$ cat config.mk
export PLATFORM = sky130hd
export DESIGN_NAME = scdl_top
export DESIGN_NICKNAME = d
export VERILOG_FILES = /design/src/inc/scdl_pkg.sv /design/src/design/scdl_decoder.sv /design/src/design/scdl_top.sv
export SDC_FILE = /design/constraint.sdc
export NUM_CORES = 1
export LEC_CHECK = 0
export ABC_AREA = 1
export BUFFER_PORTS_ARGS = -buffer_cell sky130_fd_sc_hd__buf_2
export CAP_MARGIN = 20
export CORE_UTILIZATION = 35
export CTS_BUF_LIST = sky130_fd_sc_hd__clkbuf_8 sky130_fd_sc_hd__clkbuf_16
export DETAILED_ROUTE_END_ITERATION = 6
export GPL_ROUTABILITY_DRIVEN = 0
export PLACE_DENSITY_LB_ADDON = 0.05
export RECOVER_POWER = 25
export REMOVE_ABC_BUFFERS = 1
export SLEW_MARGIN = 40
export SYNTH_ARGS = -nofsm -noshare
export SYNTH_HDL_FRONTEND = slang
export SYNTH_HIERARCHICAL = 1
export SYNTH_SLANG_ARGS = --single-unit
$ cat constraint.sdc
create_clock -name i_clock -period 2 [get_ports i_clock]
set_input_delay 0 -clock i_clock [delete_from_list [all_inputs] [get_ports i_clock]]
set_output_delay 0 -clock i_clock [all_outputs]
set_load 0.05 [all_outputs]
$ cat src/inc/scdl_pkg.sv
// package for the stage command decoder latch: widths, command codes, carriers
// assumes one 20 MHz clock domain; pin-level inputs are synchronised by the user module
// Contract
// - command words are exactly eight bits wide
// - store only words addressed to this stage
// - echo complement of stored word back
// - fire channel only on later timing strobe
// - decode stored word into 112 channels
// - each command pulse sets its own latch
// - set latch holds its command output active
// - ground reset clears every command latch
// - all-reset status is AND of latches clear
// - command set lists the ten named functions
// - emergency command shuts down all engines
package scdl_pkg;
    localparam int SCDL_WORD_W = 8;
    localparam int SCDL_CHANNELS = 112;
    localparam int SCDL_CH_W = 7;
    localparam logic [SCDL_WORD_W-1:0] SCDL_WORD_RST = 8'h00;
    localparam logic [SCDL_CHANNELS-1:0] SCDL_LATCH_RST = '0;
    // channel codes of the named commands
    localparam logic [SCDL_CH_W-1:0] SCDL_CMD_CAL_APPLY = 7'h00;
    localparam logic [SCDL_CH_W-1:0] SCDL_CMD_CAL_REMOVE = 7'h01;
    localparam logic [SCDL_CH_W-1:0] SCDL_CMD_PRESS_V2 = 7'h02;
    localparam logic [SCDL_CH_W-1:0] SCDL_CMD_PRESS_V3 = 7'h03;
    localparam logic [SCDL_CH_W-1:0] SCDL_CMD_PRESS_V4 = 7'h04;
    localparam logic [SCDL_CH_W-1:0] SCDL_CMD_CTR_CUTOFF_EN = 7'h05;
    localparam logic [SCDL_CH_W-1:0] SCDL_CMD_OUT_CUTOFF_EN = 7'h06;
    localparam logic [SCDL_CH_W-1:0] SCDL_CMD_FIRING_ARM = 7'h07;
    localparam logic [SCDL_CH_W-1:0] SCDL_CMD_FIRING_FIRE = 7'h08;
    localparam logic [SCDL_CH_W-1:0] SCDL_CMD_MEAS_SWITCH = 7'h09;

    // word from the flight computer
    typedef struct packed {
        logic stage_sel;
        logic load;
        logic [SCDL_WORD_W-1:0] word;
    } scdl_cmd_s;
endpackage

$ cat src/design/scdl_decoder.sv
// one-hot channel decoder for the stored command word
// assumes a pure combinational context; codes at or above the channel count select nothing
`timescale 1ns/1ps
module scdl_decoder
    import scdl_pkg::*;
#(
    parameter int CHANNELS = SCDL_CHANNELS
)(
    input wire logic [SCDL_WORD_W-1:0] i_word,
    input wire logic i_enable,
    output logic [CHANNELS-1:0] o_onehot
);
    genvar g;
    generate
        for (g = 0; g < CHANNELS; g++)
        begin : g_ch
            // out-of-range codes fall through so no channel fires on a bad word
            assign o_onehot[g] = i_enable && (i_word == SCDL_WORD_W'(g));
        end
    endgenerate
endmodule

$ cat src/design/scdl_top.sv
// stage command decoder latch: holding register, complement echo, decoder, command latches
// assumes flight computer signals are on i_clock; ground and emergency pins are asynchronous
`timescale 1ns/1ps
module scdl_top
    import scdl_pkg::*;
#(
    parameter int CHANNELS = SCDL_CHANNELS
)(
    input wire logic i_clock,
    input wire logic i_reset_n,
    input wire scdl_cmd_s i_cmd,
    input wire logic i_fire_strobe,
    input wire logic i_ground_reset,
    input wire logic i_emergency_cutoff,
    output logic [SCDL_WORD_W-1:0] o_echo,
    output logic o_echo_valid,
    output logic [CHANNELS-1:0] o_command,
    output logic o_all_reset,
    output logic o_engine_shutdown
);
    logic [SCDL_WORD_W-1:0] word_ff;
    logic echo_valid_ff;
    logic [CHANNELS-1:0] latch_ff;
    logic [CHANNELS-1:0] nxt_pulse;
    logic gnd_meta_ff;
    logic gnd_sync_ff;
    logic emg_meta_ff;
    logic emg_sync_ff;
    logic shutdown_ff;
    logic all_reset_ff;
    logic [CHANNELS:0] series_chain;
    logic word_accept;

    // ground unlatch pin passes two flops before use
    always_ff @(posedge i_clock or negedge i_reset_n)
    begin
        if (!i_reset_n)
        begin
            gnd_meta_ff <= 1'b0;
            gnd_sync_ff <= 1'b0;
        end
        else
        begin
            gnd_meta_ff <= i_ground_reset;
            gnd_sync_ff <= gnd_meta_ff;
        end
    end

    // emergency pin gets its own synchroniser; only the second flop is read
    always_ff @(posedge i_clock or negedge i_reset_n)
    begin
        if (!i_reset_n)
        begin
            emg_meta_ff <= 1'b0;
            emg_sync_ff <= 1'b0;
        end
        else
        begin
            emg_meta_ff <= i_emergency_cutoff;
            emg_sync_ff <= emg_meta_ff;
        end
    end

    // a word counts only when it is strobed and addressed to this stage
    assign word_accept = i_cmd.load && i_cmd.stage_sel;

    // holding register: words for other stages leave it untouched
    always_ff @(posedge i_clock or negedge i_reset_n)
    begin
        if (!i_reset_n)
        begin
            word_ff <= SCDL_WORD_RST;
        end
        else if (word_accept)
        begin
            word_ff <= i_cmd.word;
        end
    end

    // armed flag: a new load wins over a fire in the same cycle,
    // so the fresh word is never consumed before it was echoed
    always_ff @(posedge i_clock or negedge i_reset_n)
    begin
        if (!i_reset_n)
        begin
            echo_valid_ff <= 1'b0;
        end
        else if (word_accept)
        begin
            echo_valid_ff <= 1'b1;
        end
        else if (i_fire_strobe)
        begin
            // echo is consumed once the word has been acted on
            echo_valid_ff <= 1'b0;
        end
    end

    // complement of the held word goes back for checking
    assign o_echo = ~word_ff;
    assign o_echo_valid = echo_valid_ff;

    // decode fires only on the timing strobe, never at load time
    scdl_decoder #(
        .CHANNELS(CHANNELS)
    ) u_decoder (
        .i_word(word_ff),
        .i_enable(i_fire_strobe && echo_valid_ff),
        .o_onehot(nxt_pulse)
    );

    // one latch per function; a pulse sets it, ground reset clears all
    // set wins over a simultaneous ground reset so a command is never lost
    genvar ch;
    generate
        for (ch = 0; ch < CHANNELS; ch++)
        begin : g_latch
            always_ff @(posedge i_clock or negedge i_reset_n)
            begin
                if (!i_reset_n)
                begin
                    latch_ff[ch] <= 1'b0;
                end
                else if (nxt_pulse[ch])
                begin
                    latch_ff[ch] <= 1'b1;
                end
                else if (gnd_sync_ff)
                begin
                    latch_ff[ch] <= 1'b0;
                end
            end
        end
    endgenerate

    // latched outputs stand until cleared
    assign o_command = latch_ff;

    // series chain of normally closed reset contacts, one link per latch
    assign series_chain[0] = 1'b1;
    generate
        for (ch = 0; ch < CHANNELS; ch++)
        begin : g_chain
            assign series_chain[ch+1] = series_chain[ch] && !latch_ff[ch];
        end
    endgenerate

    // registered so ground sees a clean level, one cycle behind the latches
    always_ff @(posedge i_clock or negedge i_reset_n)
    begin
        if (!i_reset_n)
        begin
            all_reset_ff <= 1'b1;
        end
        else
        begin
            all_reset_ff <= series_chain[CHANNELS];
        end
    end
    assign o_all_reset = all_reset_ff;

    // emergency shutdown bypasses the coded path and holds until ground reset
    always_ff @(posedge i_clock or negedge i_reset_n)
    begin
        if (!i_reset_n)
        begin
            shutdown_ff <= 1'b0;
        end
        else if (emg_sync_ff)
        begin
            shutdown_ff <= 1'b1;
        end
        else if (gnd_sync_ff)
        begin
            shutdown_ff <= 1'b0;
        end
    end
    assign o_engine_shutdown = shutdown_ff;
endmodule

# [Word-level counts from Yosys, hierarchy flattened]
# Cells that the tools add are included.
[totals] inputBits=15 out_inout_bits=123 wordCells=800 register_bits=127
[op_classes] reduce_logical=452 bitwise_logic=1 n_mux=116 n_eq_ne=111
[op_table] op="8-bit by 7-bit == test with 1-bit output (second input constant)" n=48
[op_table] op="8-bit by 6-bit == test with 1-bit output (second input constant)" n=32
[op_table] op="2-bit nonzero test" n=114
[op_table] op="1-bit logical AND" n=225
[op_table] op="8-bit by 5-bit == test with 1-bit output (second input constant)" n=16
[op_table] op="1-bit two-way mux" n=116
[op_table] op="1-bit zero test" n=112
[op_table] op="8-bit by 4-bit == test with 1-bit output (second input constant)" n=8
[op_table] op="8-bit by 3-bit == test with 1-bit output (second input constant)" n=4
[op_table] op="8-bit by 2-bit == test with 1-bit output (second input constant)" n=2
[op_table] op="8-bit by 1-bit == test with 1-bit output (second input constant)" n=1
[op_table] op="8-bit zero test" n=1
[op_table] op="8-bit inverter" n=1

# [Longest topological paths before layout]
[depth] depth_word=112 mapped_depth=7 mapped_depth_nobuf=7

# [Hierarchy]
# Netlist, hierarchy kept.
[by_module_without_submodules] module="scdl_top" seq_area_each_um2=3179.3 cells_per_inst=500 area_each_um2=5131.2 n_inst=1
[by_module_without_submodules] module="scdl_decoder" seq_area_each_um2=0.0 cells_per_inst=180 area_each_um2=780.7 n_inst=1

# [Least setup slack after synthesis]
# Ideal clock, no wire load.
[synth_timing] kind="reg2reg" from="reg echo_valid_ff, in the netlist o_echo_valid" to="reg latch_ff[83], in the netlist o_command[83]" required_ns=1.922 period_less_slack_ns=1.577 setup_ns=0.078 slack_ns=0.423 path_stages_with_launch=8 arrival_ns=1.499 path_buffers=2 path_cell_list="dfrtp_1 > nand2_1 > inv_1 > buf_2 > buf_2 > nand3_1 > nor2_1 > o21bai_1"
[synth_between] elab_chain_cells=3 elab_cells_between_ends=4 cone_classes="1 x mux; 3 x reduce/logical"
[synth_lines] element="from (decl)" line_no="scdl_top.sv:22" source="logic echo_valid_ff;"
[synth_lines] element="from (signal assigned)" line_no="scdl_top.sv:86" source="echo_valid_ff <= 1'b0;"
[synth_lines] element="from (signal assigned)" line_no="scdl_top.sv:90" source="echo_valid_ff <= 1'b1;"
[synth_lines] element="from (signal assigned)" line_no="scdl_top.sv:95" source="echo_valid_ff <= 1'b0;"
[synth_lines] element="1-bit logical AND (*)" line_no="scdl_top.sv:108" source=".i_enable(i_fire_strobe && echo_valid_ff),"
[synth_lines] element="1-bit logical AND (*)" line_no="scdl_decoder.sv:18" source="assign o_onehot[g] = i_enable && (i_word == SCDL_WORD_W'(g));"
[synth_lines] element="net nxt_pulse[83]" line_no="scdl_top.sv:24" source="logic [CHANNELS-1:0] nxt_pulse;"
[synth_lines] element="1-bit two-way mux or 2-bit nonzero test (tied branches)"
[synth_lines] element="to (signal, indexed assignment)" line_no="scdl_top.sv:122" source="latch_ff[ch] <= 1'b0;"
[synth_lines] element="to (signal, indexed assignment)" line_no="scdl_top.sv:126" source="latch_ff[ch] <= 1'b1;"
[synth_lines] element="to (signal, indexed assignment)" line_no="scdl_top.sv:130" source="latch_ff[ch] <= 1'b0;"
[synth_lines] element="to (decl)" line_no="scdl_top.sv:23" source="logic [CHANNELS-1:0] latch_ff;"
# The timed path passes the listed nets; every way through them passes the cells marked *.
# A chain may end at the register's enable or synchronous reset.

# [Worst setup path in the final report]
[layout_timing] from="reg echo_valid_ff, in the netlist o_echo_valid" to="reg latch_ff[2], in the netlist o_command[2]"
# Same word-level chain as after synthesis.

==> results.sh <==
export IMPL_period_minus_slack_ps=1650
export IMPL_synth_cell_types=17
export IMPL_ir_worst_vdd_mv=0.560
export IMPL_worst_slew_pin_slew_ps=880
export IMPL_grt_overflow=0
export IMPL_yosys_warnings=6
export IMPL_p_leak_nw=3.76
export IMPL_min_path_type="input pin to flop"
export IMPL_grt_pass1_wl_um=26500
export IMPL_antenna_found_initial=0
export IMPL_critPathMaxFanout=18
export IMPL_end_kind="flop"
export IMPL_crit_required_ps=2340
export IMPL_cts_max_level=4
export IMPL_core_um2=16500
export IMPL_postSynthAreaPerCell_um2=8.69
export IMPL_slowest_stage="inv_1"
export IMPL_grt_pass1_vias=4731
export IMPL_totalPowerFinal_mw=6.12
export IMPL_synthCells=680
export IMPL_drtIter0Drc=289
export IMPL_initial_utilization_pct=35.8
export IMPL_wirelength_um=16600
export IMPL_gr_usage_all_layers_pct=20.0
export IMPL_dr_total_vias=4788
export IMPL_clk_latency_ps=420
export IMPL_final_setup_viol_count=0
export IMPL_placed_area_um2=6780
export IMPL_clock_skew_ps=7.43
export IMPL_rows=47
export IMPL_synth_seq_cells=127
export IMPL_cts_sinks=127
export IMPL_rsz0062_at_grt="no"
export IMPL_crit_chain="nand2_1, inv_1, nand3_2, nor2_1, o21bai_1"
export IMPL_die_h_um=132
export IMPL_layout_drive_gt1_share_pct=23.3
export IMPL_ctsResizeCount=0
export IMPL_hold_viol=0
export IMPL_syn_to_final_growth_pct=25.9
export IMPL_design_area_um2=7450
export IMPL_drc=0
export IMPL_dp_hpwl_um=11400
export IMPL_ant_nets=0
export IMPL_port_buffers=137
export IMPL_seq_area_frac_synth_pct=53.8
export IMPL_pre_cts_ws_ps=334
export IMPL_drt_pass1_iter_count=4
export IMPL_slew_headroom_pct=41.3
export IMPL_clk_pin_slew_ps=60
export IMPL_diodes=0
export IMPL_die_x_um=132
export IMPL_route_detailed_wl_per_inst_um=15.6
export IMPL_fin_crit_sh_pct=82.4
export IMPL_cts_root_buf="clkbuf_16"
export IMPL_layout_setup_ws_ps=353
export IMPL_cts_buffers_inserted=17
export IMPL_tns_ps=0
export IMPL_ios=138
export IMPL_nets=846
export IMPL_fmax_ghz=0.607
export IMPL_cts_tree="done"
export IMPL_drv_slew=0
export IMPL_start_kind="flop"
export IMPL_critPathMaxStageDelay_ps=390
export IMPL_die_area_um2=17400
export IMPL_grt_start_max_net_pins=114
export IMPL_arrival_ps=1980
export IMPL_vias_per_cell=4.50
export IMPL_cts_max_path_buffers=2
export IMPL_crit_type="flop to flop"
export IMPL_cap_violations=0
export IMPL_fillerInstances=1670
export IMPL_status="complete, no violations"
export IMPL_netlist_area_um2=5910
export IMPL_power_density_nw_per_um2=822
## worst max-delay path, delay by kind of cell (launching register included)
family | cells | cell delay [ps]
buffers and inverters | 1 | 390
AND/OR/NAND/NOR | 3 | 670
flip-flops | 1 | 370
AO/OA/AOI/OAI | 1 | 130
## per-stage QoR
stage	utilization [%]	hold slack, ps	std cells
floorplan	-	-296	657
global route	45.1	103	1064
global placement	41.1	-15.8	1020
detailed placement	41.1	-9.69	1020
finish	45.1	49.1	1064
CTS	45.2	36.0	1064
## cell families after synthesis
| logic type | share of synthesized area, % |
|---|---|
| simple gates | 19.3 |
| buf+inv | 11.2 |
| flops | 53.8 |
| compound gates | 15.7 |
## layer usage
metal,vias to the layer above,track usage [%],wire length [µm]
li1,2370,-,-
met1,2262,28.0,7830
met2,140,30.8,7530
met3,16,4.31,996
met4,0,6.59,196
met5,-,0,0
## synthesized netlist by cell type
| library cell | instances | area, µm² |
|---|---|---|
| o21ai_0 | 1 | 5.00 |
| nand2_2 | 1 | 6.26 |
| a21oi_1 | 8 | 40.0 |
| nor2_2 | 6 | 37.5 |
| o21bai_2 | 10 | 113 |
| nand3_1 | 19 | 95.1 |
| inv_1 | 132 | 495 |
| buf_2 | 15 | 75.1 |
| nand4_1 | 2 | 12.5 |
| dfrtp_1 | 126 | 3150 |
| o21bai_1 | 103 | 773 |
| nor2_4 | 2 | 22.5 |
| nand2_1 | 48 | 180 |
| buf_6 | 8 | 90.1 |
| nand3_2 | 7 | 70.1 |
| dfstp_2 | 1 | 26.3 |
| nor2_1 | 191 | 717 |
## worst paths after layout
kind / end / cells past startpoint / start / slack, ps
setup / recovery: o_command[2] / 5 / o_echo_valid / 350
hold / removal: o_echo_valid / 3 / i_cmd[9] / 50
setup reg to reg: o_command[2] / 5 / o_echo_valid / 350
hold reg to reg: emg_sync_ff / 0 / emg_meta_ff / 350
max in group asynchronous: o_command[45] / 3 / i_reset_n / 370
min in group asynchronous: o_command[96] / 2 / i_reset_n / 230
## area by class of cell
class	count	area [µm²]	area share, %
inverter	132	495	6.65
tap	220	275	3.70
clock inverter	10	70.1	0.941
timing repair buffer	155	856	11.5
sequential	127	3180	42.7
clock buffer	22	494	6.64
multi-input combinational	398	2070	27.8
## state kept, by name (all words and copies together) (netlist names)
register           cells
o_command            112
word_ff                8
emg_meta_ff            1
emg_sync_ff            1
gnd_meta_ff            1
gnd_sync_ff            1
o_all_reset            1
o_echo_valid           1
o_engine_shutdown      1
## where the power goes
| group | switching (mW) | internal (mW) | total (mW) |
|---|---|---|---|
| clock network | 1.09 | 1.84 | 2.93 |
| logic | 0.417 | 0.109 | 0.526 |
| registers | 0.0440 | 2.61 | 2.66 |
| total | 1.55 | 4.57 | 6.12 |
## what timing repair did
action,CTS,global route
endpoints found under the setup margin,0,0
buffers inserted,0,0
hold buffers,12,0
endpoints found under the hold margin,76,0
## cell usage in the layout (no fill, tap or decap), types with 6 or more instances in the layout
cell	n
o21bai_2	10
nand2_1	48
dfrtp_1	125
nor2_2	6
dlygate4sd3_1	12
clkbuf_16	17
nand3_1	19
o21bai_1	103
buf_2	136
nor2_1	191
inv_1	136
nand3_2	7
a21oi_1	8
No activity file was read; power rests on OpenSTA's default activity.
